### src/ssq_pkg.sv
/*
 * Shared constants for the serial link start-up sequencer: control characters,
 * decimation codes, word layout, timing counts and the scrambler step.
 * Assumes both link ends run on the same 10 MHz sys_clk.
 */
`default_nettype none
package ssq_pkg;
   localparam int unsigned CLK_PERIOD_NS = 100;
   localparam int unsigned CAL_TIME_NS   = 1000;
   localparam int unsigned CAL_CYC       = (CAL_TIME_NS + CLK_PERIOD_NS - 1) / CLK_PERIOD_NS;
   localparam int unsigned CGS_MIN_K     = 4;
   localparam logic [1:0]  SYSREF_HI_CYC = 2'h2;
   localparam logic [2:0]  ILA_MF        = 3'h4;

   localparam logic [7:0] K_CGS   = 8'hBC;
   localparam logic [7:0] K_START = 8'h1C;
   localparam logic [7:0] K_END   = 8'h7C;

   // Decimation codes; bypass sends raw samples
   localparam logic [2:0] DEC_BYPASS = 3'h0;
   localparam logic [2:0] DEC_4      = 3'h1;
   localparam logic [2:0] DEC_8      = 3'h2;
   localparam logic [2:0] DEC_16     = 3'h3;
   localparam logic [2:0] DEC_32     = 3'h4;

   // Word layout
   localparam int unsigned I_LSB      = 17;
   localparam int unsigned Q_LSB      = 2;
   localparam int unsigned RAW_A_LSB  = 20;
   localparam int unsigned RAW_B_LSB  = 8;
   localparam int unsigned CFG_KM1    = 0;
   localparam int unsigned CFG_DEC    = 8;
   localparam int unsigned CFG_SCR    = 11;
   localparam int unsigned CFG_DDR    = 12;
   localparam logic [31:0] WORD_RST   = 32'h0000_0000;
   localparam logic [14:0] SCR_SEED   = 15'h7FFF;

   // One scrambler word step, MSB first, polynomial 1 + x^14 + x^15.
   // Returns {next_state, word}; descr selects the receive direction.
   function automatic logic [46:0] ssq_scr(input logic [31:0] din, input logic [14:0] st_in,
                                           input logic descr);
      logic [31:0] dout;
      logic [14:0] st;
      logic        b;
      st   = st_in;
      dout = 32'h0;
      for (int i = 31; i >= 0; i--) begin
         b       = din[i] ^ st[14] ^ st[13];
         dout[i] = b;
         st      = {st[13:0], descr ? din[i] : b};
      end
      return {st, dout};
   endfunction
endpackage
`default_nettype wire

### src/ssq_link_if.sv
/*
 * Link between the converter end and the receiving capture logic.
 * Assumes both ends share one clock; the bench joins the modports.
 */
`default_nettype none
interface ssq_link_if;
   logic [31:0] tx_word;
   logic        tx_is_k;
   logic        tx_valid;
   logic        sync_n;
   logic        sysref;

   modport dev (output tx_word, output tx_is_k, output tx_valid, input sync_n, input sysref);
   modport rcv (input tx_word, input tx_is_k, input tx_valid, output sync_n, output sysref);
endinterface
`default_nettype wire

### src/ssq_decim.sv
/*
 * Down converter core: takes offset-binary samples straight onto I and, mixed by (-1)^n, onto Q, and
 * averages over 4..32 samples into 15-bit words.
 * Assumes one sample per sys_clk and dec_sel held stable while running.
 */
`default_nettype none
module ssq_decim
   import ssq_pkg::*;
(
   input  wire logic        sys_clk,
   input  wire logic        sys_rst,
   input  wire logic        run,
   input  wire logic [2:0]  dec_sel,
   input  wire logic [11:0] sample,
   output var  logic [14:0] i_out_r,
   output var  logic [14:0] q_out_r,
   output var  logic        valid_r
);
   logic signed [16:0] acc_i_r;
   logic signed [16:0] acc_q_r;
   logic        [4:0]  cnt_r;
   logic        [4:0]  last;
   logic        [2:0]  sh;
   logic signed [16:0] s_ext;
   logic signed [16:0] sum_i;
   logic signed [16:0] sum_q;
   logic signed [19:0] sc_i;
   logic signed [19:0] sc_q;

   always_comb begin
      case (dec_sel)
         DEC_8:   begin last = 5'h07; sh = 3'h3; end
         DEC_16:  begin last = 5'h0F; sh = 3'h4; end
         DEC_32:  begin last = 5'h1F; sh = 3'h5; end
         default: begin last = 5'h03; sh = 3'h2; end
      endcase
      s_ext = 17'(signed'({~sample[11], sample[10:0]}));
      sum_i = acc_i_r + s_ext;
      sum_q = cnt_r[0] ? acc_q_r - s_ext : acc_q_r + s_ext;
      // Average keeps 12 bits; three extra fraction bits below it give the 15-bit word
      sc_i  = ({{3{sum_i[16]}}, sum_i} <<< 3) >>> sh;
      sc_q  = ({{3{sum_q[16]}}, sum_q} <<< 3) >>> sh;
   end

   always_ff @(posedge sys_clk or posedge sys_rst) begin
      if (sys_rst) begin
         acc_i_r <= '0;
         acc_q_r <= '0;
         cnt_r   <= 5'h00;
         i_out_r <= 15'h0000;
         q_out_r <= 15'h0000;
         valid_r <= 1'b0;
      end else begin
         valid_r <= 1'b0;
         if (!run) begin
            acc_i_r <= '0;
            acc_q_r <= '0;
            cnt_r   <= 5'h00;
         end else if (cnt_r == last) begin
            i_out_r <= sc_i[14:0];
            q_out_r <= sc_q[14:0];
            valid_r <= 1'b1;
            acc_i_r <= '0;
            acc_q_r <= '0;
            cnt_r   <= 5'h00;
         end else begin
            acc_i_r <= sum_i;
            acc_q_r <= sum_q;
            cnt_r   <= cnt_r + 5'h01;
         end
      end
   end
endmodule
`default_nettype wire

### src/ssq_dev_end.sv
/*
 * Converter end of the link: calibration, link state machine, code group
 * synchronisation, lane alignment sequence and sample output.
 * Assumes configuration inputs are on sys_clk; sync_n and sysref are pins.
 */
`default_nettype none
module ssq_dev_end
   import ssq_pkg::*;
#(
   parameter int unsigned CAL_CYCLES = CAL_CYC
)
(
   input  wire logic        sys_clk,
   input  wire logic        sys_rst,
   ssq_link_if.dev          link,
   input  wire logic        link_enable,
   input  wire logic [2:0]  decimation,
   input  wire logic        scrambler_enable,
   input  wire logic [4:0]  frames_per_multiframe_minus_one,
   input  wire logic        ddr_enable,
   input  wire logic        software_calibration_trigger,
   input  wire logic [11:0] adc_sample,
   output var  logic        cal_busy_r,
   output var  logic        link_active_r
);
   typedef enum logic [5:0] {
      ST_OFF  = 6'b000001,
      ST_CAL  = 6'b000010,
      ST_WAIT = 6'b000100,
      ST_CGS  = 6'b001000,
      ST_ILA  = 6'b010000,
      ST_DATA = 6'b100000
   } ssq_dev_st_t;

   ssq_dev_st_t st_r;
   ssq_dev_st_t st_nxt;

   logic [1:0]  sync_sr_r;
   logic [2:0]  sref_sr_r;
   logic        sync_n_s;
   logic        sref_rise;
   logic [2:0]  dec_r;
   logic        scr_r;
   logic [4:0]  km1_r;
   logic        ddr_r;
   logic [15:0] cal_cnt_r;
   logic [4:0]  lmfc_r;
   logic [4:0]  frm_r;
   logic [2:0]  mf_r;
   logic [6:0]  ila_left_r;
   logic [14:0] scr_st_r;
   logic [11:0] raw_hold_r;
   logic        half_r;
   logic [14:0] dd_i;
   logic [14:0] dd_q;
   logic        dd_valid;
   logic [31:0] data_word;
   logic        data_valid;
   logic [46:0] scr_res;
   logic [31:0] ila_word;
   logic        ila_k;

   // Two flops on sync_n, whose second stage feeds logic; three on sysref, whose edge comes from the second and third stages
   always_ff @(posedge sys_clk or posedge sys_rst) begin
      if (sys_rst) begin
         sync_sr_r <= 2'h3;
         sref_sr_r <= 3'h0;
      end else begin
         sync_sr_r <= {sync_sr_r[0], link.sync_n};
         sref_sr_r <= {sref_sr_r[1:0], link.sysref};
      end
   end
   assign sync_n_s  = sync_sr_r[1];
   assign sref_rise = sref_sr_r[1] & ~sref_sr_r[2];

   // Settings are sampled only while the link is off, so writes to a live link have no effect
   always_ff @(posedge sys_clk or posedge sys_rst) begin
      if (sys_rst) begin
         dec_r <= DEC_BYPASS;
         scr_r <= 1'b0;
         km1_r <= 5'h00;
         ddr_r <= 1'b0;
      end else if (st_r == ST_OFF) begin
         dec_r <= (decimation > DEC_32) ? DEC_32 : decimation;
         scr_r <= scrambler_enable;
         km1_r <= frames_per_multiframe_minus_one;
         ddr_r <= ddr_enable;
      end
   end

   // Calibration runs for a fixed time; a trigger during it restarts the count
   always_ff @(posedge sys_clk or posedge sys_rst) begin
      if (sys_rst) begin
         cal_cnt_r  <= 16'h0000;
         cal_busy_r <= 1'b0;
      end else if (software_calibration_trigger) begin
         cal_cnt_r  <= 16'(CAL_CYCLES - 1);
         cal_busy_r <= 1'b1;
      end else if (cal_cnt_r != 16'h0000) begin
         cal_cnt_r <= cal_cnt_r - 16'h0001;
      end else begin
         cal_busy_r <= 1'b0;
      end
   end

   // Multiframe clock; one frame per sys_clk
   always_ff @(posedge sys_clk or posedge sys_rst) begin
      if (sys_rst) begin
         lmfc_r <= 5'h00;
      end else if (sref_rise) begin
         lmfc_r <= 5'h00;
      end else if (lmfc_r >= km1_r) begin
         lmfc_r <= 5'h00;
      end else begin
         lmfc_r <= lmfc_r + 5'h01;
      end
   end

   always_comb begin
      st_nxt = st_r;
      case (st_r)
         ST_OFF:  if (link_enable) st_nxt = ST_CAL;
         ST_CAL:  if (!cal_busy_r) st_nxt = ST_WAIT;
         ST_WAIT: if (!sync_n_s) st_nxt = ST_CGS;
         ST_CGS:  if (sync_n_s && lmfc_r == 5'h00) st_nxt = ST_ILA;
         ST_ILA:  if (mf_r == ILA_MF - 3'h1 && frm_r == km1_r) st_nxt = ST_DATA;
         ST_DATA: if (!sync_n_s) st_nxt = ST_CGS;
         default: st_nxt = ST_OFF;
      endcase
      if (!link_enable) begin
         st_nxt = ST_OFF;
      end
   end

   always_ff @(posedge sys_clk or posedge sys_rst) begin
      if (sys_rst) begin
         st_r <= ST_OFF;
      end else begin
         st_r <= st_nxt;
      end
   end

   // Alignment frame and multiframe position
   always_ff @(posedge sys_clk or posedge sys_rst) begin
      if (sys_rst) begin
         frm_r      <= 5'h00;
         mf_r       <= 3'h0;
         ila_left_r <= 7'h00;
      end else if (st_r != ST_ILA) begin
         frm_r      <= 5'h00;
         mf_r       <= 3'h0;
         ila_left_r <= 7'(ILA_MF) * ({2'h0, km1_r} + 7'h01) - 7'h01;
      end else if (frm_r == km1_r) begin
         frm_r      <= 5'h00;
         mf_r       <= mf_r + 3'h1;
         ila_left_r <= ila_left_r - 7'h01;
      end else begin
         frm_r      <= frm_r + 5'h01;
         ila_left_r <= ila_left_r - 7'h01;
      end
   end

   // Decimator starts late in alignment so a word is ready on the first data frame; needs 4*(km1+1) >= factor
   ssq_decim ssq_decim_inst (
      .sys_clk (sys_clk),
      .sys_rst (sys_rst),
      .run     (dec_r != DEC_BYPASS && (st_r == ST_DATA || (st_r == ST_ILA && ila_left_r < (7'h04 << (dec_r - 3'h1))))),
      .dec_sel (dec_r),
      .sample  (adc_sample),
      .i_out_r (dd_i),
      .q_out_r (dd_q),
      .valid_r (dd_valid)
   );

   // Bypass pairing alternates words in double rate
   always_ff @(posedge sys_clk or posedge sys_rst) begin
      if (sys_rst) begin
         raw_hold_r <= 12'h000;
         half_r     <= 1'b0;
      end else begin
         raw_hold_r <= adc_sample;
         half_r     <= (st_r == ST_DATA) ? ~half_r : 1'b0;
      end
   end

   always_comb begin
      data_word  = WORD_RST;
      data_valid = 1'b0;
      if (dec_r == DEC_BYPASS) begin
         data_word[RAW_A_LSB +: 12] = ddr_r ? raw_hold_r : adc_sample;
         if (ddr_r) begin
            data_word[RAW_B_LSB +: 12] = adc_sample;
         end
         data_valid = ddr_r ? ~half_r : 1'b1;
      end else begin
         data_word[I_LSB +: 15] = dd_i;
         data_word[Q_LSB +: 15] = dd_q;
         data_valid             = dd_valid;
      end
      scr_res = ssq_scr(data_word, scr_st_r, 1'b0);
   end

   // Alignment content: start mark, settings in second multiframe, end mark
   always_comb begin
      ila_word = {27'h0, frm_r};
      ila_k    = 1'b0;
      if (frm_r == 5'h00) begin
         ila_word = {24'h0, K_START};
         ila_k    = 1'b1;
      end else if (frm_r == km1_r) begin
         ila_word = {24'h0, K_END};
         ila_k    = 1'b1;
      end else if (mf_r == 3'h1 && frm_r == 5'h01) begin
         ila_word                = WORD_RST;
         ila_word[CFG_KM1 +: 5]  = km1_r;
         ila_word[CFG_DEC +: 3]  = dec_r;
         ila_word[CFG_SCR]       = scr_r;
         ila_word[CFG_DDR]       = ddr_r;
      end
   end

   always_ff @(posedge sys_clk or posedge sys_rst) begin
      if (sys_rst) begin
         link.tx_word  <= WORD_RST;
         link.tx_is_k  <= 1'b0;
         link.tx_valid <= 1'b0;
         link_active_r <= 1'b0;
         scr_st_r      <= SCR_SEED;
      end else begin
         link.tx_word  <= WORD_RST;
         link.tx_is_k  <= 1'b0;
         link.tx_valid <= 1'b0;
         link_active_r <= (st_r == ST_DATA);
         case (st_r)
            ST_CGS: begin
               link.tx_word <= {24'h0, K_CGS};
               link.tx_is_k <= 1'b1;
               scr_st_r     <= SCR_SEED;
            end
            ST_ILA: begin
               link.tx_word <= ila_word;
               link.tx_is_k <= ila_k;
            end
            ST_DATA: begin
               // Data starts the cycle after the last end mark
               if (data_valid) begin
                  link.tx_word  <= scr_r ? scr_res[31:0] : data_word;
                  link.tx_valid <= 1'b1;
                  if (scr_r) begin
                     scr_st_r <= scr_res[46:32];
                  end
               end
            end
            default: begin
               scr_st_r <= SCR_SEED;
            end
         endcase
      end
   end
endmodule
`default_nettype wire

### src/flat_wrapper.sv
// flat-port wrapper written by rule: the top's interface ports become plain ports
module ssq_dev_end_flat import ssq_pkg::*;
#(
   parameter int unsigned CAL_CYCLES = CAL_CYC
)
  (sys_clk, sys_rst, link_enable, decimation, scrambler_enable, frames_per_multiframe_minus_one, ddr_enable, software_calibration_trigger, adc_sample, cal_busy_r, link_active_r, link_tx_word, link_tx_is_k, link_tx_valid, link_sync_n, link_sysref);
  ssq_link_if link_i ();
  input  wire logic sys_clk;
  input  wire logic sys_rst;
  input  wire logic link_enable;
  input  wire logic [2:0] decimation;
  input  wire logic scrambler_enable;
  input  wire logic [4:0] frames_per_multiframe_minus_one;
  input  wire logic ddr_enable;
  input  wire logic software_calibration_trigger;
  input  wire logic [11:0] adc_sample;
  output var  logic cal_busy_r;
  output var  logic link_active_r;
  output wire logic [$bits(link_i.tx_word)-1:0] link_tx_word;
  output wire logic [$bits(link_i.tx_is_k)-1:0] link_tx_is_k;
  output wire logic [$bits(link_i.tx_valid)-1:0] link_tx_valid;
  input wire logic [$bits(link_i.sync_n)-1:0] link_sync_n;
  input wire logic [$bits(link_i.sysref)-1:0] link_sysref;
  assign link_tx_word = link_i.tx_word;
  assign link_tx_is_k = link_i.tx_is_k;
  assign link_tx_valid = link_i.tx_valid;
  assign link_i.sync_n = link_sync_n;
  assign link_i.sysref = link_sysref;
  ssq_dev_end #(.CAL_CYCLES(CAL_CYCLES)) u_core (.sys_clk(sys_clk), .sys_rst(sys_rst), .link(link_i), .link_enable(link_enable), .decimation(decimation), .scrambler_enable(scrambler_enable), .frames_per_multiframe_minus_one(frames_per_multiframe_minus_one), .ddr_enable(ddr_enable), .software_calibration_trigger(software_calibration_trigger), .adc_sample(adc_sample), .cal_busy_r(cal_busy_r), .link_active_r(link_active_r));
endmodule
### config.mk
export PLATFORM = sky130hd
export DESIGN_NAME = ssq_dev_end_flat
export DESIGN_NICKNAME = d
export VERILOG_FILES = /design/src/ssq_pkg.sv /design/src/ssq_link_if.sv /design/src/ssq_decim.sv /design/src/ssq_dev_end.sv /design/src/flat_wrapper.sv
export SDC_FILE = /design/constraint.sdc
export NUM_CORES = 1
export LEC_CHECK = 0
export BUFFER_PORTS_ARGS = -buffer_cell sky130_fd_sc_hd__buf_2
export CAP_MARGIN = 20
export CORE_ASPECT_RATIO = 0.7
export CORE_MARGIN = 2
export CORE_UTILIZATION = 50
export DETAILED_ROUTE_END_ITERATION = 10
export GPL_ROUTABILITY_DRIVEN = 0
export PLACE_DENSITY = 0.74
export SYNTH_ARGS = -nofsm -noshare
export SYNTH_HDL_FRONTEND = slang
export SYNTH_SLANG_ARGS = --single-unit
### constraint.sdc
create_clock -name sys_clk -period 5.15 [get_ports sys_clk]
set_input_delay 0.2575 -clock sys_clk [delete_from_list [all_inputs] [get_ports sys_clk]]
set_output_delay 0.2575 -clock sys_clk [all_outputs]
set_load 0.005 [all_outputs]
==> flow_summary.json, run 1 <==
{
  "path_class": "reg2reg",
  "globalRouteTotalUtil_pct": 24.6,
  "final_common_cell": "dfrtp_1",
  "htreeDepth": 4,
  "cts.sinks": 191,
  "fp-row-count": 47,
  "seq_area_sq_mm": 0.00480,
  "clock_skew_ps": 9.79,
  "synth_nets": 1345,
  "grt_first_pass_wirelength_mm": 48.3,
  "finish.net_count": 1374,
  "cts.reportedPaths.clkPinSlew_ps": 70,
  "setup_ws_ps": 1080,
  "final_cell_mix": "173 x dfrtp_1, 135 x nor2_1, 116 x xnor2_1",
  "p_per_area_mw_per_mm2": 448,
  "grt_pass1_vias": 8703,
  "cp_data_required_time_ps": 5490,
  "multi_input_comb_area_sq_mm": 0.00668,
  "synth_xor_xnor_area_share_pct": 13.2,
  "cts_made_buffers": 17,
  "cp-end-kind": "register",
  "cpMostUsedCell": "o21a_1",
  "antenna_found_initial": 0,
  "fp.dieH_microns": 133,
  "met3_length_mm": 3.05,
  "routed_via_density": 5.85,
  "synthMuxAreaShare_pct": 4.04,
  "cts_tree": "done",
  "clock_path_buffers": 2,
  "synthAdderAreaFrac_pct": 6.10,
  "grt_max_degree": 192,
  "post-route-min-period_ps": 4070,
  "worst_pin_slew_ps": 1160,
  "max_stage_delay_ps": 640,
  "drc": 0,
  "synth_top_family_by_area": "simple AND/OR/NAND/NOR gates",
  "finalSetupViolCount": 0,
  "io_pins": 64,
  "wl_mm": 30.4,
  "die_w_microns": 189,
  "synthCells": 1260,
  "finalMaxSlewViolations": 0,
  "startpoint_type": "register",
  "max_freq_ghz": 0.245,
  "dr.pass1.iters": 5,
  "synth-simple-area-share_pct": 16.6,
  "max_slew_margin_pct": 22.5,
  "cp_cell_sequence": "nand2b_1 -> nor2_1 -> inv_1 -> ha_1 -> o21a_1 -> o21a_1 -> o21ai_0 -> a22o_1 -> nand2b_4 -> inv_4 -> nand2_1 -> o31a_1",
  "dieArea_sq_mm": 0.0251,
  "synth_edf_count": 0,
  "vias": 9484,
  "port_buffers": 63,
  "fin_crit_sh_pct": 79.1,
  "drt_iter0_markers": 927,
  "synth-compound-area-share_pct": 16.0,
  "gr-total-overflow": 0,
  "yosysWarnings": 0,
  "clockRootBuffer": "clkbuf_16",
  "clk_latency_ps": 450,
  "wl_per_cell_microns": 18.7,
  "min_path_type": "in2reg",
  "dpl_worst_slack_ps": 1280,
  "diodes": 0,
  "avgSynthCellArea_sq_um": 9.47,
  "finish.utilization_pct": 55.5,
  "wl_met2_mm": 12.2,
  "ys_seq_elements": 191,
  "async_flop_share_pct": 100,
  "vdd_ir_drop_max_mv": 0.315,
  "ant_nets": 0,
  "path_max_fanout": 50,
  "syn_to_final_growth_pct": 9.33,
  "finalPower_mw": 5.84,
  "post_cts_buffers": 0,
  "wl_met1_mm": 14.7,
  "cp_top_family": "compound AO/OA/AOI/OAI gates",
  "num-fill-cells": 2068,
  "arrival_ps": 4410,
  "tns_ps": 0,
  "topRoutingLayerUsed": "met4",
  "ys_types": 91,
  "worst-path-buf-inv": 2,
  "rsz0062_at_grt": "no",
  "synth_top_flop_cell": "dfrtp_1",
  "hold_viol_final": 0,
  "yosysSeqAreaShare_pct": 40.2,
  "outcome": "complete, no violations",
  "cts_resized": 0,
  "crit_slowest_cell": "dfrtp_1",
  "whs_ps": 26.4,
  "coreArea_sq_mm": 0.0235,
  "dp_hpwl_mm": 22.0,
  "synth_area_sq_mm": 0.0119,
  "initial_core_util_pct": 50.7,
  "drive_gt1_share_pct": 13.7,
  "drv_cap": 0,
  "leakagePower_nw": 5.93
}
-- worst reg2reg max path, stage by stage, from the launching register on --
cell      delay [ps]
dfrtp_1          640
nand2b_1         320
nor2_1           330
inv_1            150
ha_1             290
o21a_1           100
o21a_1           150
o21ai_0          160
a22o_1           530
nand2b_4         430
inv_4            250
nand2_1          230
o31a_1           380
-- state kept, by name, indices dropped and copies added (netlist names), 2 cells and up --
register	cells
u_core.dec_r	3
u_core.sync_sr_r	2
u_core.ssq_decim_inst.q_out_r	15
u_core.raw_hold_r	12
u_core.st_r	6
u_core.cal_cnt_r	16
u_core.ssq_decim_inst.cnt_r	5
u_core.ssq_decim_inst.i_out_r	15
u_core.sref_sr_r	3
u_core.scr_st_r	15
u_core.mf_r	3
u_core.ssq_decim_inst.acc_q_r	17
u_core.km1_r	5
u_core.lmfc_r	5
u_core.link.tx_word	32
u_core.ssq_decim_inst.acc_i_r	17
u_core.ila_left_r	7
u_core.frm_r	5
-- cell usage after synthesis, types with 4 or more instances --
cell type  instances  share of area [%]
o21a_1            13               0.82
o221ai_1          12               0.88
nand2_1          113                3.6
nor4_1             5               0.26
a21oi_1           74                3.1
o211ai_1           9               0.57
and3_1            27                1.4
a21oi_2           11               0.81
nor3_1            28                1.2
inv_1             39                1.2
clkbuf_1          35                1.1
or2_2              4               0.21
mux2i_1           32                2.7
nor2b_1           21                1.1
nor2_1           136                4.3
buf_6              7               0.66
o21ai_0           53                2.2
buf_2             16               0.67
xor2_1            53                3.9
or3_1              4               0.21
xnor2_1          116                8.5
nand2b_1          15               0.79
ha_1              55                5.8
nor3b_1            5               0.31
a31oi_1            7               0.37
dfrtp_1          173                 36
nand3_1           21               0.88
a211oi_1           9               0.57
o31a_1             5               0.37
a21o_1            11               0.69
and2_1             9               0.47
o31ai_1            7               0.44
o22a_1            16                1.2
dfstp_2           18                4.0
mux2_2            10               0.94
o21ai_1            5               0.21
-- where the power goes --
part | switching (mW) | internal [mW] | total [mW] | leakage (nW)
clock | 0.601 | 0.758 | 1.36 | 0.303
combinational | 1.58 | 1.07 | 2.66 | 3.25
sequential | 0.224 | 1.61 | 1.83 | 2.38
-- metrics by stage --
step	cells	instance area [sq um]
detailed placement	1585	12400
global route	1620	13100
floorplan	1260	11900
CTS	1619	13000
global placement	1585	12400
finish	1620	13100
-- final timing paths --
| path | cells after the start | to | slack [ps] | from |
|---|---|---|---|---|
| worst max register to register | 12 | u_core.ssq_decim_inst.i_out_r[13] | 1080 | u_core.dec_r[2] |
| max in group asynchronous | 3 | u_core.ssq_decim_inst.acc_q_r[10] | 4210 | sys_rst |
| min in group asynchronous | 3 | u_core.cal_cnt_r[10] | 40 | sys_rst |
| worst min-delay path | 2 | u_core.st_r[0] | 30 | link_enable |
| worst max-delay path | 12 | u_core.ssq_decim_inst.i_out_r[13] | 1080 | u_core.dec_r[2] |
| worst min register to register | 0 | u_core.sref_sr_r[1] | 360 | u_core.sref_sr_r[0] |
-- metal layers --
layer | up-vias | GRT usage, %
met1 | 4609 | 37.9
met2 | 403 | 33.4
met5 | - | 0
met3 | 33 | 7.64
li1 | 4439 | -
met4 | 0 | 5.69
-- layout make-up --
type / count / area share (%)
multi-input combinational: 967 / 51.2
sequential: 191 / 36.8
clock buffer: 20 / 3.58
timing repair buffer: 71 / 3.16
tap: 318 / 3.05
inverter: 41 / 1.25
clock inverter: 12 / 1.01
-- kinds of logic (layout without fill, tap and decap cells) --
kind of cell	count (synthesis)	count (layout)
multiplexers	45	45
flip-flops	191	191
buffers and inverters	102	144
adder cells (fa/ha/maj)	57	57
AO/OA/AOI/OAI	277	277
XOR/XNOR	174	174
AND/OR/NAND/NOR	414	414
-- what timing repair did --
item | 4_1_cts | 5_1_grt
endpoints found under the setup margin | 0 | 0
hold endpoints to repair | 2 | 0
hold buffers | 2 | 0
(Power assumes the default switching activity.)
==> run 2, diff against run 1 <==
- PLACE_DENSITY: 0.74 -> 0.71
- clock period: 5.15 -> 4.1 ns (I/O delays scaled with it)
==> flow_summary.json, run 2 (same netlist as run 1, synthesis figures left out) <==
{
  "syn_to_final_growth_pct": 11.8,
  "routed_via_density": 5.76,
  "vias": 9489,
  "cp_data_required_time_ps": 4430,
  "globalRouteTotalUtil_pct": 25.9,
  "top_regs": "u_core.link.tx_word (32), u_core.ssq_decim_inst.acc_i_r (17), u_core.ssq_decim_inst.acc_q_r (17)",
  "crit_slowest_cell": "dlygate4sd3_1",
  "arrival_ps": 4030,
  "leakagePower_nw": 6.07,
  "tns_ps": 0,
  "drc": 0,
  "p_per_area_mw_per_mm2": 567,
  "cpMostUsedCell": "nor2_1",
  "cts.reportedPaths.clkPinSlew_ps": 70,
  "place_area_sq_mm": 0.0125,
  "dp_hpwl_mm": 23.5,
  "final_common_cell": "dfrtp_1",
  "htreeDepth": 4,
  "finalMaxSlewViolations": 0,
  "grt_max_degree": 113,
  "finish.net_count": 1402,
  "final_cell_mix": "173 x dfrtp_1, 135 x nor2_1, 116 x xnor2_1",
  "port_buffers": 63,
  "grt_first_pass_wirelength_mm": 50.5,
  "vdd_ir_drop_max_mv": 0.433,
  "rsz0062_at_grt": "no",
  "worst_pin_slew_ps": 749,
  "fp-row-count": 47,
  "fp.dieH_microns": 133,
  "cts_tree": "done",
  "clock_skew_ps": 10.4,
  "post-route-min-period_ps": 3700,
  "initial_core_util_pct": 50.7,
  "startpoint_type": "input port",
  "min_path_type": "in2reg",
  "drv_cap": 0,
  "hold_viol_final": 0,
  "cp_cell_sequence": "dlygate4sd3_1 -> buf_2 -> nor4_1 -> nand2b_1 -> nor3_1 -> nor2_1 -> xnor2_1 -> ha_1 -> a21oi_1 -> nor2_1 -> o41ai_1 -> o21a_1 -> o2bb2ai_1 -> mux2i_1 -> a32o_1 -> a2bb2oi_1",
  "clockRootBuffer": "clkbuf_16",
  "wl_per_cell_microns": 19.1,
  "max_freq_ghz": 0.270,
  "max_stage_delay_ps": 530,
  "outcome": "complete, no violations",
  "antenna_found_initial": 0,
  "largest_reg_flops": 32,
  "dr.pass1.iters": 5,
  "cts.sinks": 191,
  "clk_latency_ps": 450,
  "drt_iter0_markers": 795,
  "diodes": 0,
  "clock_path_buffers": 2,
  "die_w_microns": 189,
  "path_class": "in2reg",
  "coreArea_sq_mm": 0.0235,
  "finalSetupViolCount": 0,
  "cp-end-kind": "register",
  "path_max_fanout": 9,
  "io_pins": 64,
  "dieArea_sq_mm": 0.0251,
  "fin_crit_sh_pct": 90.2,
  "design_area_sq_mm": 0.0133,
  "max_slew_margin_pct": 50.0,
  "cts_made_buffers": 17,
  "ant_nets": 0,
  "drive_gt1_share_pct": 14.7,
  "wl_mm": 31.4,
  "top_register": "u_core.link.tx_word",
  "grt_pass1_vias": 9135,
  "gr-total-overflow": 0
}
-- run 2: cell count changes in the layout (fill, tap and decap cells not counted), moves of 3 or more --
cell / before / now
dlygate4sd3_1: 2 / 14
bufinv_16: 2 / 5
buf_4: 4 / 20
clkbuf_8: 3 / 0
-- run 2: per-layer routing --
metal | track usage (%) | up-vias | wire [microns] | share of wire [%]
met5 | 2.88 | - | 99 | 0.32
met2 | 34.9 | 373 | 12500 | 40
met4 | 4.69 | 2 | 318 | 1.0
met1 | 39.3 | 4589 | 15100 | 48
li1 | - | 4497 | - | -
met3 | 9.77 | 28 | 3350 | 11
-- run 2: stage by stage --
step | worst slack, ps | cells | hold WS [ps] | utilization (%) | power [mW]
2_1_floorplan | 1050 | 1260 | 209 | - | 4.87
3_5_place_dp | 427 | 1601 | 292 | 53.3 | 5.62
3_3_place_gp | 504 | 1601 | 288 | 53.3 | 5.57
4_1_cts | 349 | 1647 | 8.11 | 56.6 | 7.49
6_report | 400 | 1648 | 22.7 | 56.8 | 7.57
5_1_grt | 42.4 | 1648 | 23.4 | 56.8 | 8.00
-- run 2: path summary, 6_finish.rpt --
kind	end	cells after the start	slack, ps	start
worst min register to register	u_core.sref_sr_r[1]	0	350	u_core.sref_sr_r[0]
max in group asynchronous	u_core.ssq_decim_inst.acc_q_r[5]	4	2600	sys_rst
worst max register to register	u_core.ssq_decim_inst.q_out_r[13]	10	730	u_core.ssq_decim_inst.cnt_r[0]
worst min-delay path	u_core.dec_r[2]	2	20	decimation[2]
worst max-delay path	u_core.ssq_decim_inst.q_out_r[13]	16	400	adc_sample[2]
min in group asynchronous	u_core.link.tx_word[16]	3	390	sys_rst
-- run 2: critical path: cells and delay by family --
kind                     cells  cell delay (ps)
buffers and inverters        2              710
multiplexers                 1              320
adder cells (fa/ha/maj)      1              350
AO/OA/AOI/OAI                6             1330
XOR/XNOR                     1              160
AND/OR/NAND/NOR              5              960
-- run 2: final cells by class --
class | count | area, sq um
sequential | 191 | 4800
clock inverter | 14 | 213
fill | 2044 | 10200
tap | 318 | 398
timing repair buffer | 99 | 653
clock buffer | 18 | 429
inverter | 41 | 163
multi-input combinational | 967 | 6690
-- run 2: what timing repair did --
item,in CTS,in global routing
buffers inserted,0,0
resized for setup,0,2
hold buffers,14,0
setup endpoints to repair,0,4
hold endpoints to repair,35,0
-- run 2: report_power, final --
group | switching (mW) | internal, mW
Clock | 0.757 | 1.08
Combinational | 2.07 | 1.42
Sequential | 0.222 | 2.02
Total | 3.05 | 4.52
